<file path="src/shared/asc_params.svh">
// constants for the attenuator serial control block
`ifndef ASC_PARAMS_SVH
`define ASC_PARAMS_SVH
`define ASC_WORD_BITS 6
`define ASC_RESET_WORD 6'h00
`define ASC_MAX_GAIN_WORD 6'h3f
`define ASC_SYNC_STAGES 2
`endif

</file>
<file path="src/shared/asc_pkg.sv">
// types for the attenuator serial control block
`include "asc_params.svh"
package asc_pkg;
    typedef logic [`ASC_WORD_BITS-1:0] asc_word_type;
endpackage : asc_pkg

</file>
<file path="src/rtl/asc_serial_ctrl.sv">
// serial control port loading the step attenuator word
`timescale 1ns/1ps
`include "asc_params.svh"
// What this block does
// - shift one bit per rising clock, MSB first
// - serial clock ignored while load strobe high
// - reset word gives minimum gain
// - serial bits become six-bit parallel word
// - load strobe transfers shifted word to outputs
// - bit weights 0.5 to 16 dB, ones max gain
// - all 64 word values accepted
module asc_serial_ctrl (
    input wire logic clk,
    input wire logic reset_n,
    input wire logic serialClk,
    input wire logic serial_in_line,
    input wire logic load_strobe,
    output asc_pkg::asc_word_type gain_attenuation_word,
    output logic atten_bit_16db,
    output logic atten_bit_half_db
);
    logic sclkSync;
    logic dataSync;
    logic strobeSync;
    logic sclk_q;
    logic strobe_q;
    logic shiftEdge;
    logic strobeRise;
    asc_pkg::asc_word_type shift_q;
    asc_pkg::asc_word_type shift_d;

    // each pin gets its own two-flop stage
    asc_sync u_sclk (
        .clk(clk),
        .reset_n(reset_n),
        .pinIn(serialClk),
        .pinSync(sclkSync)
    );
    asc_sync u_data (
        .clk(clk),
        .reset_n(reset_n),
        .pinIn(serial_in_line),
        .pinSync(dataSync)
    );
    asc_sync u_strobe (
        .clk(clk),
        .reset_n(reset_n),
        .pinIn(load_strobe),
        .pinSync(strobeSync)
    );

    always_ff @(posedge clk) begin
        if (!reset_n) begin
            sclk_q <= 1'b0;
            strobe_q <= 1'b0;
        end else begin
            sclk_q <= sclkSync;
            strobe_q <= strobeSync;
        end
    end

    assign shiftEdge = sclkSync && !sclk_q && !strobeSync;
    assign strobeRise = strobeSync && !strobe_q;
    assign shift_d = {shift_q[4:0], dataSync};

    always_ff @(posedge clk) begin
        if (!reset_n) begin
            shift_q <= `ASC_RESET_WORD;
        end else if (shiftEdge) begin
            shift_q <= shift_d;
        end
    end

    always_ff @(posedge clk) begin
        if (!reset_n) begin
            gain_attenuation_word <= `ASC_RESET_WORD;
        end else if (strobeRise) begin
            gain_attenuation_word <= shift_q;
        end
    end

    assign atten_bit_16db = gain_attenuation_word[5];
    assign atten_bit_half_db = gain_attenuation_word[0];
endmodule : asc_serial_ctrl

</file>
<file path="src/rtl/asc_sync.sv">
// two-flop synchroniser for one pin
`timescale 1ns/1ps
module asc_sync (
    input wire logic clk,
    input wire logic reset_n,
    input wire logic pinIn,
    output logic pinSync
);
    logic meta_q;

    always_ff @(posedge clk) begin
        if (!reset_n) begin
            meta_q <= 1'b0;
            pinSync <= 1'b0;
        end else begin
            meta_q <= pinIn;
            pinSync <= meta_q;
        end
    end
endmodule : asc_sync

</file>
<file path="config.mk">
export PLATFORM = sky130hd
export DESIGN_NAME = asc_serial_ctrl
export DESIGN_NICKNAME = d
export VERILOG_FILES = /design/src/shared/asc_pkg.sv /design/src/rtl/asc_serial_ctrl.sv /design/src/rtl/asc_sync.sv
export VERILOG_INCLUDE_DIRS = /design/src /design/src/shared
export SDC_FILE = /design/constraint.sdc
export NUM_CORES = 1
export LEC_CHECK = 0
export BUFFER_PORTS_ARGS = -buffer_cell sky130_fd_sc_hd__clkbuf_2
export CAP_MARGIN = 0
export CORE_MARGIN = 2
export CORE_UTILIZATION = 35
export CTS_CLUSTER_SIZE = 25
export DETAILED_ROUTE_END_ITERATION = 16
export PLACE_DENSITY_LB_ADDON = 0.25
export SLEW_MARGIN = 5
export SYNTH_ARGS = -nofsm -noshare
export SYNTH_HDL_FRONTEND = slang
export SYNTH_SLANG_ARGS = --single-unit
</file>
<file path="constraint.sdc">
create_clock -name clk -period 2.64 [get_ports clk]
set_clock_uncertainty 0.15 [all_clocks]
set_input_delay 0.528 -clock clk [delete_from_list [all_inputs] [get_ports clk]]
set_output_delay 0.528 -clock clk [all_outputs]
set_load 0.1 [all_outputs]
</file>
**After elaboration in Yosys (flattened, before gate mapping)**

Cells that the tools add are included.

- Bits in registers: 20

- Reduce and logical (&&, ||, !) cells: 6

Operator list:

| operator | number |
|---|---|
| 1-bit logical AND | 3 |
| 1-bit zero test | 3 |

**Longest topological paths before layout**

Gate-level depths: netlist of run 1.

- Word-level depth: 3
- Mapped depth: 4

**Hierarchy**

Synthesis of run 1 repeated with hierarchy kept, for this count alone.

- Cells, all modules: 66
- Area total of the unflattened synthesis: 689.4 um2

Modules (own cells, without submodules):

| module | times used | cells each | sequential area each (um2) | area an instance (um2) |
|---|---|---|---|---|
| asc_serial_ctrl | 1 | 54 | 280.3 | 531.8 |
| asc_sync | 3 | 4 | 40.0 | 52.6 |

**Worst setup path before layout of run 1**

No wires, ideal clock.

- Kind: reg-to-output
- Start: register gain_attenuation_word[0]
- End: output port gain_attenuation_word[0]
- Arrival: 1373 ps
- Required time: 1962 ps
- Stages on the path, launching flop included: 2
- Slack: 589 ps
- Cell sequence: dfxtp_1 buf_4

RTL lines:

| item | line | text |
|---|---|---|
| start: declaration | asc_serial_ctrl.sv:18 | `output asc_pkg::asc_word_type gain_attenuation_word,` |
| start signal: assignment | asc_serial_ctrl.sv:76 | `` gain_attenuation_word <= `ASC_RESET_WORD; `` |
| start signal: assignment | asc_serial_ctrl.sv:78 | `gain_attenuation_word <= shift_q;` |

No word-level cell between the ends.

**Final worst setup path of run 1**

- Start: register gain_attenuation_word[0]
- End: output port gain_attenuation_word[0]

No word-level cell between the ends.

==> qor.csv, run 1 <==
metric,value,unit
critical path's largest stage delay,0.46,ns
Layout Nets,82,
Tcrit/Tclk final,67.9,%
CP arrival,1.11,ns
Max clock buf depth,2,
met2 Use GR,14.2,%
Layout Area Growth over Synthesis,11.6,%
io pins,13,
"Setup violations, final",0,
placed cell count,99,
Starting Density,36.7,%
total track usage,8.96,%
R2R depth,3,
mean post-synth cell area,10.6,um^2
number of synthesized flops with an enable pin,0,
Pins Over Slew Limit,0,
grt met3 use,2.76,%
CP Cell Sequence,clkbuf_2,
CTS tree,yes,
Remaining DRCs,0,
Gate power share,3.7,%
layout cells sized above 1,26.3,%
Buf/Inv on CP,1,
Synth Cell Area,712,um^2
Critical Path RT,1.96,ns
Worst R2R Setup Slack,1.41,ns
core area,0.00194,mm^2
post-synthesis simple-gate area fraction,23.4,%
height of the die,49.1,um
setup TNS,0,ns
row cnt,16,
post-synthesis cell type count,15,
Max Cap Viol,0,
Post CTS Setup Buffer Count,0,
final hold violations,0,
Slew headroom,64.1,%
initial antenna violation count,0,
hold crit path type,in -> reg,
most frequent cell after synthesis,dfxtp_1,
Hold Crit Endpoint,u_sclk.meta_q$_SDFF_PN0_,
number of global-route vias before repair,399,
DP Wirelength,604,um
synthesized flop and latch total,20,
Peak Freq,0.558,GHz
Slowest cell on crit path,clkbuf_2,
Hold Buf Count CTS,0,
Initial DRC Count,2,
most instantiated cells after synthesis,"20 x dfxtp_1, 7 x and2_1",
HP Start,serialClk,
worst slew pin tran,0.540,ns
Setup WS pre-CTS,1.17,ns
mux share of post-synthesis cell area,8.44,%
"CTS clk-pin slew, worst paths",0.11,ns
DR WL/cell,9.07,um
Placed Area,758,um^2
"area leader, netlist",dfxtp_1,
Internal,399,uW
Post-synth ARST share,0,%
type of origin of the critical path,flop,
vias,437,
Sequential Power Share,61.7,%
CP Max Fanout,3,
Clock Power Share,34.6,%
Synth Area in XOR/XNOR,0,%
Final min period,1.79,ns
Worst R2R Start,u_strobe.pinSync$_SDFF_PN0_,
routed vias/inst,4.24,
Pwr Density,630,mW/mm^2
Most used DFF post-synth,dfxtp_1,
post-route ant nets,0,
Die Width,49.1,um
largest vdd supply drop,284,uV
Leak,0.345,nW
main combinational cell family by area after synthesis,simple AND/OR/NAND/NOR gates,
Critical Path End Type,output port,
sw frac,20.2,%
fin area,795,um^2
YS warnings,0,
clock sink count,20,
first-pass GRT wire length,1630,um
PortBufs,12,
final instance count without filler cells,103,
H-tree Lvls,1,
WL final,934,um
Diodes inserted,0,
adder-cell share of the synthesized area,0,%
register area share after synthesis,56.2,%
kind of cell adding the most delay to the critical path,buffers and inverters,
Root Driver,clkbuf_4,
CP Class,reg -> out,
status,completed,
R2R Path End,shift_q[3]$_SDFFE_PN0P_,
GPL Wtd Cong,0.647,
M1 GR Usage,10.4,%
Die ar.,0.00241,mm^2
RSZ-0062 raised after global routing,false,
Mapped Nets,72,
Final WS setup,0.849,ns
share of Yosys cell area claimed by the top area cell type,56.2,%
first drt pass iteration count,2,
Synth Instances,67,
Sw Pwr,101,uW
worst-skew pair later-pin latency,0.29,ns
WHS Path Cells,2,
pin count of the biggest net entering global routing,27,
post-synthesis compound-gate area fraction,5.27,%
grt ovf,0,
cts bufs inserted,3,
post-CTS sizing,0,
gr busiest metal,met2,
synth top area cells,"dfxtp_1 56%, mux2i_1 8.4%, and2_1 6.2%",
## metal layers
layer	share of wire, %	wire [um]
met5	0	0
met3	4.0	37
met2	47	435
met1	49	460
met4	0	0
## how the worst max path moves through the flow
stage	start	endpoint	cells past startpoint
after global routing	gain_attenuation_word[0]$_SDFFE_PN0P_	gain_attenuation_word[0]	1
final	gain_attenuation_word[0]$_SDFFE_PN0P_	gain_attenuation_word[0]	1
after global placement	gain_attenuation_word[0]$_SDFFE_PN0P_	gain_attenuation_word[0]	1
after CTS	gain_attenuation_word[0]$_SDFFE_PN0P_	gain_attenuation_word[0]	1
after floorplan	gain_attenuation_word[0]$_SDFFE_PN0P_	gain_attenuation_word[0]	1
after detailed placement	gain_attenuation_word[0]$_SDFFE_PN0P_	gain_attenuation_word[0]	1
## per-stage QoR
step / power (mW) / hold WS, ns / util (%)
after floorplan: 0.333 / 0.262 / -
after global placement: 0.334 / 0.265 / 39.0
after detailed placement: 0.335 / 0.272 / 39.0
after CTS: 0.512 / 0.268 / 40.9
after global routing: 0.527 / 0.261 / 40.9
final: 0.501 / 0.281 / 40.9
## power groups by stage
stage                     clock, mW  combinational (mW)  sequential, mW
after floorplan                   0              0.0170           0.316
after global placement            0              0.0188           0.316
after detailed placement          0              0.0190           0.316
after CTS                     0.184              0.0190           0.309
after global routing          0.197              0.0206           0.310
final                         0.173              0.0185           0.309
## layout make-up
class	count	area, um^2
flip-flops and latches	20	400
well taps	27	33.8
clock buffers	4	36.3
repair buffers	12	60.1
fillers	203	1150
multi-input cells	40	264
## registers in the layout, summed over array words and instances (netlist names)
register,cells
gain_attenuation_word,6
sclk_q,1
shift_q,6
strobe_q,1
u_data.meta_q,1
u_data.pinSync,1
u_sclk.meta_q,1
u_sclk.pinSync,1
u_strobe.meta_q,1
u_strobe.pinSync,1
## cell usage in the layout (no fill, tap or decap), types with 2 or more instances in the layout
master    Yosys  routed
clkbuf_2      0      12
nand3_1       6       6
dfxtp_1      20      20
o21ai_0       4       4
mux2i_1       6       6
and2_1        7       7
nor2b_1       6       6
clkbuf_4      0       3
nand2_1       6       6
o21ai_2       2       2
## kinds of logic after synthesis
kind of cell	Yosys count
AND/OR/NAND/NOR	28
flip-flops	20
buffers and inverters	7
AO/OA/AOI/OAI	6
multiplexers	6
Power figures use the tool's default switching activity.
==> run 2: changes to the inputs <==
==> constraint.sdc (replaced) <==
create_clock -name clk -period 1.8 [get_ports clk]
set_clock_uncertainty 0.15 [all_clocks]
set_input_delay 0.36 -clock clk [delete_from_list [all_inputs] [get_ports clk]]
set_output_delay 0.36 -clock clk [all_outputs]
set_load 0.1 [all_outputs]
==> run 2 against run 1 <==
Clock power grew 14%; flip-flop and latch count is the same; worst setup slack lost 0.64 ns; die area is the same; cell area shrank 1.4%; critical path type unchanged; largest power group unchanged; highest routed layer unchanged.
==> qor.csv, run 2 (synthesis results as in run 1) <==
metric,value,unit
status,completed,
Die ar.,0.00241,mm^2
Die Width,49.1,um
Pwr Density,864,mW/mm^2
type of origin of the critical path,flop,
Internal,540,uW
"leading cell types in the layout, fill and taps excluded","18 x dfxtp_1, 12 x clkbuf_2, 7 x and2_1",
Layout Nets,82,
first-pass GRT wire length,1660,um
cts bufs inserted,3,
io pins,13,
Clock Power Share,29.0,%
Initial DRC Count,3,
placed cell count,99,
row cnt,16,
Sw Pwr,137,uW
Leak,0.339,nW
clock sink count,20,
Root Driver,clkbuf_4,
vias,432,
Final min period,1.59,ns
H-tree Lvls,1,
Slew headroom,64.2,%
largest vdd supply drop,509,uV
top flop regs,"gain_attenuation_word x6, shift_q x6",
"Setup violations, final",0,
Peak Freq,0.628,GHz
final hold violations,0,
"CTS clk-pin slew, worst paths",0.10,ns
Hold Buf Count CTS,0,
final instance count without filler cells,102,
worst-skew pair later-pin latency,0.29,ns
GPL Wtd Cong,0.655,
Gate power share,4.1,%
height of the die,49.1,um
Buf/Inv on CP,1,
initial antenna violation count,0,
CTS tree,yes,
Critical Path RT,1.29,ns
routed vias/inst,4.24,
"commonest non-fill, non-tap cell in the layout",dfxtp_1,
Starting Density,36.7,%
core area,0.00194,mm^2
grt ovf,0,
pin count of the biggest net entering global routing,27,
Tcrit/Tclk final,88.5,%
Remaining DRCs,0,
WL final,905,um
Max clock buf depth,2,
critical path's largest stage delay,0.45,ns
Pwr Total,677,uW
total track usage,9.21,%
worst slew pin tran,0.539,ns
PortBufs,12,
Max Cap Viol,0,
hold crit path type,in -> reg,
setup TNS,0,ns
CP arrival,1.08,ns
hold_ws,0.121,ns
sw frac,20.2,%
DR WL/cell,8.87,um
Slowest cell on crit path,clkbuf_2,
Diodes inserted,0,
post-route ant nets,0,
post-CTS sizing,0,
Critical Path End Type,output port,
RSZ-0062 raised after global routing,false,
Post CTS Setup Buffer Count,0,
kind of cell adding the most delay to the critical path,buffers and inverters,
Sequential Power Share,66.9,%
Pins Over Slew Limit,0,
Layout Area Growth over Synthesis,10.0,%
CP Max Fanout,3,
fin area,783,um^2
number of global-route vias before repair,381,
Filler cells,215,
first drt pass iteration count,3,
layout cells sized above 1,28.0,%
CP Cell Sequence,clkbuf_2,
Placed Area,761,um^2
CP Class,reg -> out,
-- run 2: cell count changes in the layout (fill, tap and decap cells not counted) --
cell,delta
clkbuf_8,-1
dfxtp_2,+2
dfxtp_1,-2
-- run 2: layout make-up --
cell class	count	area [um^2]	share of cell area, %
sequential	20	403	51.4
multi-input combinational	40	264	33.7
timing repair buffer	12	60.1	7.67
tap	27	33.8	4.31
clock buffer	3	22.5	2.88
-- run 2: power by group through the flow --
stage               registers (mW)  clock network (mW)  logic, mW
floorplan                    0.463                   0     0.0249
global placement             0.463                   0     0.0276
detailed placement           0.463                   0     0.0277
CTS                          0.453               0.210     0.0279
global route                 0.454               0.229     0.0309
finish                       0.453               0.197     0.0274
-- run 2: final timing paths --
path	slack, ns	endpoint	from	depth (start not counted)
setup / recovery	0.21	gain_attenuation_word[5]	gain_attenuation_word[5]$_SDFFE_PN0P_	1
hold / removal	0.12	u_data.meta_q$_SDFF_PN0_	serial_in_line	2
setup reg to reg	0.56	shift_q[4]$_SDFFE_PN0P_	u_strobe.pinSync$_SDFF_PN0_	3
hold reg to reg	0.29	u_strobe.pinSync$_SDFF_PN0_	u_strobe.meta_q$_SDFF_PN0_	1
-- run 2: layer usage --
layer	vias up	routed length, um	track usage [%]
met1	187	457	11.2
li1	234	-	-
met2	11	392	13.5
met3	0	55	5.52
met5	-	0	0
met4	0	0	2.86
-- run 2: per-stage QoR --
| stage | utilization [%] | worst slack (ns) |
|---|---|---|
| after floorplan | - | 0.258 |
| after global placement | 39.2 | 0.518 |
| after detailed placement | 39.2 | 0.522 |
| after CTS | 40.3 | 0.184 |
| after global routing | 40.3 | 0.129 |
| final | 40.3 | 0.207 |
==> run 3: changes to the inputs <==
--- a/config.mk
+++ b/config.mk
@@ -16,4 +16,5 @@
 export SLEW_MARGIN = 5
 export SYNTH_ARGS = -nofsm -noshare
 export SYNTH_HDL_FRONTEND = slang
+export SYNTH_HIERARCHICAL = 1
 export SYNTH_SLANG_ARGS = --single-unit
==> run 3 against run 2 <==
Sequential power hardly changed; hold slack got worse by 0.0058 ns; worst setup slack lost 0.017 ns; fmax fell by 1.1%; critical endpoint is now gain_attenuation_word[3]; synthesized cell count fell by 1.5%; critical path type unchanged.
==> qor.csv, run 3 <==
metric,value,unit
status,completed,
first drt pass iteration count,4,
Filler cells,201,
type of origin of the critical path,flop,
initial antenna violation count,0,
Initial DRC Count,6,
Leak,0.343,nW
Worst Setup SP,gain_attenuation_word[3]$_SDFFE_PN0P_,
vias,426,
post-synthesis cell type count,13,
footprint of the multi-input gates,250,um^2
critical path's largest stage delay,0.45,ns
Post CTS Setup Buffer Count,0,
register area share after synthesis,58.1,%
Buf/Inv on CP,1,
Final WS setup,0.190,ns
CP Class,reg -> out,
setup TNS,0,ns
CP Cell Sequence,clkbuf_2,
YS warnings,6,
Critical Path End Type,output port,
CP Max Fanout,2,
hold crit path type,in -> reg,
Final Util,41.2,%
worst-skew pair later-pin latency,0.30,ns
R2R depth,2,
Critical Path RT,1.29,ns
Die ar.,0.00234,mm^2
Most used DFF post-synth,dfxtp_1,
mean post-synth cell area,10.4,um^2
Worst R2R Setup Slack,0.53,ns
"area leader, netlist",dfxtp_1,
core area,0.00190,mm^2
PortBufs,12,
"CTS clk-pin slew, worst paths",0.11,ns
CTS tree,yes,
grt ovf,0,
Max Cap Viol,0,
"leading cell types in the layout, fill and taps excluded","18 x dfxtp_1, 12 x clkbuf_2, 7 x and2_1",
Hold Buf Count CTS,0,
Setup WS pre-CTS,0.518,ns
Slew headroom,62.6,%
most instantiated cells after synthesis,"20 x dfxtp_1, 7 x and2_1",
DP Wirelength,572,um
Synth Instances,66,
clock sink count,20,
Die Width,48.4,um
worst slew pin tran,0.559,ns
routed vias/inst,4.14,
Synth Cell Area,689,um^2
register area,403,um^2
row cnt,16,
Tcrit/Tclk final,89.4,%
io pins,13,
Max clock buf depth,2,
final hold violations,0,
WL final,873,um
Diodes inserted,0,
pin count of the biggest net entering global routing,27,
Mapped Nets,71,
Layout Area Growth over Synthesis,13.6,%
CP arrival,1.10,ns
Starting Density,36.2,%
Placed Area,747,um^2
Final min period,1.61,ns
Peak Freq,0.621,GHz
post-route ant nets,0,
Slowest cell on crit path,clkbuf_2,
Worst R2R Start,u_strobe/pinSync$_SDFF_PN0_,
Post-synth ARST share,0,%
RSZ-0062 raised after global routing,false,
number of synthesized flops with an enable pin,0,
share of Yosys cell area claimed by the top area cell type,58.1,%
fin area,783,um^2
Pwr Density,932,mW/mm^2
cts bufs inserted,3,
CP Capture Point,gain_attenuation_word[3],
Layout Nets,82,
top flop regs,"gain_attenuation_word x6, shift_q x6",
total track usage,9.16,%
most frequent cell after synthesis,dfxtp_1,
Remaining DRCs,0,
kind of cell adding the most delay to the critical path,buffers and inverters,
height of the die,48.4,um
"commonest non-fill, non-tap cell in the layout",dfxtp_1,
Root Driver,clkbuf_4,
WP depth,1,
R2R Path End,shift_q[2]$_SDFFE_PN0P_,
post-CTS sizing,0,
largest vdd supply drop,745,uV
GPL Wtd Cong,0.609,
synthesized flop and latch total,20,
layout cells sized above 1,26.3,%
number of global-route vias before repair,378,
Pins Over Slew Limit,0,
"Setup violations, final",0,
DR WL/cell,8.48,um
H-tree Lvls,1,
synth top area cells,"dfxtp_1 58%, mux2i_1 8.7%, and2_1 6.4%",
first-pass GRT wire length,1570,um
run 3: changes by cell type in the layout (fill, tap and decap cells not counted), sizes merged:
cell	delta
clkbuf	+1
run 3: worst reg2reg max path, stage by stage (launching register included):
cell and delay [ns]:
dfxtp_1 0.34, nor3b_2 0.48, o21ai_0 0.18
run 3: how the worst min path moves through the flow:
| stage | from | endpoint | slack (ns) | cells after the start |
|---|---|---|---|---|
| after floorplan | u_data/meta_q$_SDFF_PN0_ | u_data/pinSync$_SDFF_PN0_ | 0.26 | 1 |
| after global placement | u_data/meta_q$_SDFF_PN0_ | u_data/pinSync$_SDFF_PN0_ | 0.26 | 1 |
| after detailed placement | u_strobe/meta_q$_SDFF_PN0_ | u_strobe/pinSync$_SDFF_PN0_ | 0.26 | 1 |
| after CTS | serial_in_line | u_data/meta_q$_SDFF_PN0_ | 0.10 | 2 |
| after global routing | serial_in_line | u_data/meta_q$_SDFF_PN0_ | 0.09 | 2 |
| final | serial_in_line | u_data/meta_q$_SDFF_PN0_ | 0.12 | 2 |
run 3: per-stage QoR:
| stage | std cells | power (mW) | hold slack, ns |
|---|---|---|---|
| floorplan | 66 | 0.483 | 0.256 |
| global placement | 99 | 0.488 | 0.258 |
| detailed placement | 99 | 0.489 | 0.261 |
| CTS | 103 | 0.745 | 0.105 |
| global route | 103 | 0.775 | 0.0908 |
| finish | 103 | 0.730 | 0.115 |
run 3: logic make-up after synthesis:
group | synth area share, %
mux | 8.71
flops | 58.1
simple gates | 23.2
compound gates | 4.36
buf+inv | 5.63
run 3: final cells by class:
| type | count | area share, % |
|---|---|---|
| clock buffer | 4 | 4.63 |
| sequential | 20 | 51.4 |
| multi-input combinational | 40 | 31.9 |
| timing repair buffer | 12 | 7.67 |
| tap | 27 | 4.31 |
run 3: layer usage:
metal	up-vias	wire length, um	track usage, %
met5	-	0	0
met3	2	58	4.63
met4	0	19	7.14
li1	233	-	-
met1	178	426	10.0
met2	13	368	13.4
run 3: power breakdown:
| part | total [mW] | internal [mW] | switching, mW |
|---|---|---|---|
| clock | 0.252 | 0.123 | 0.129 |
| sequential | 0.452 | 0.450 | 0.00223 |
| combinational | 0.0256 | 0.0116 | 0.0139 |
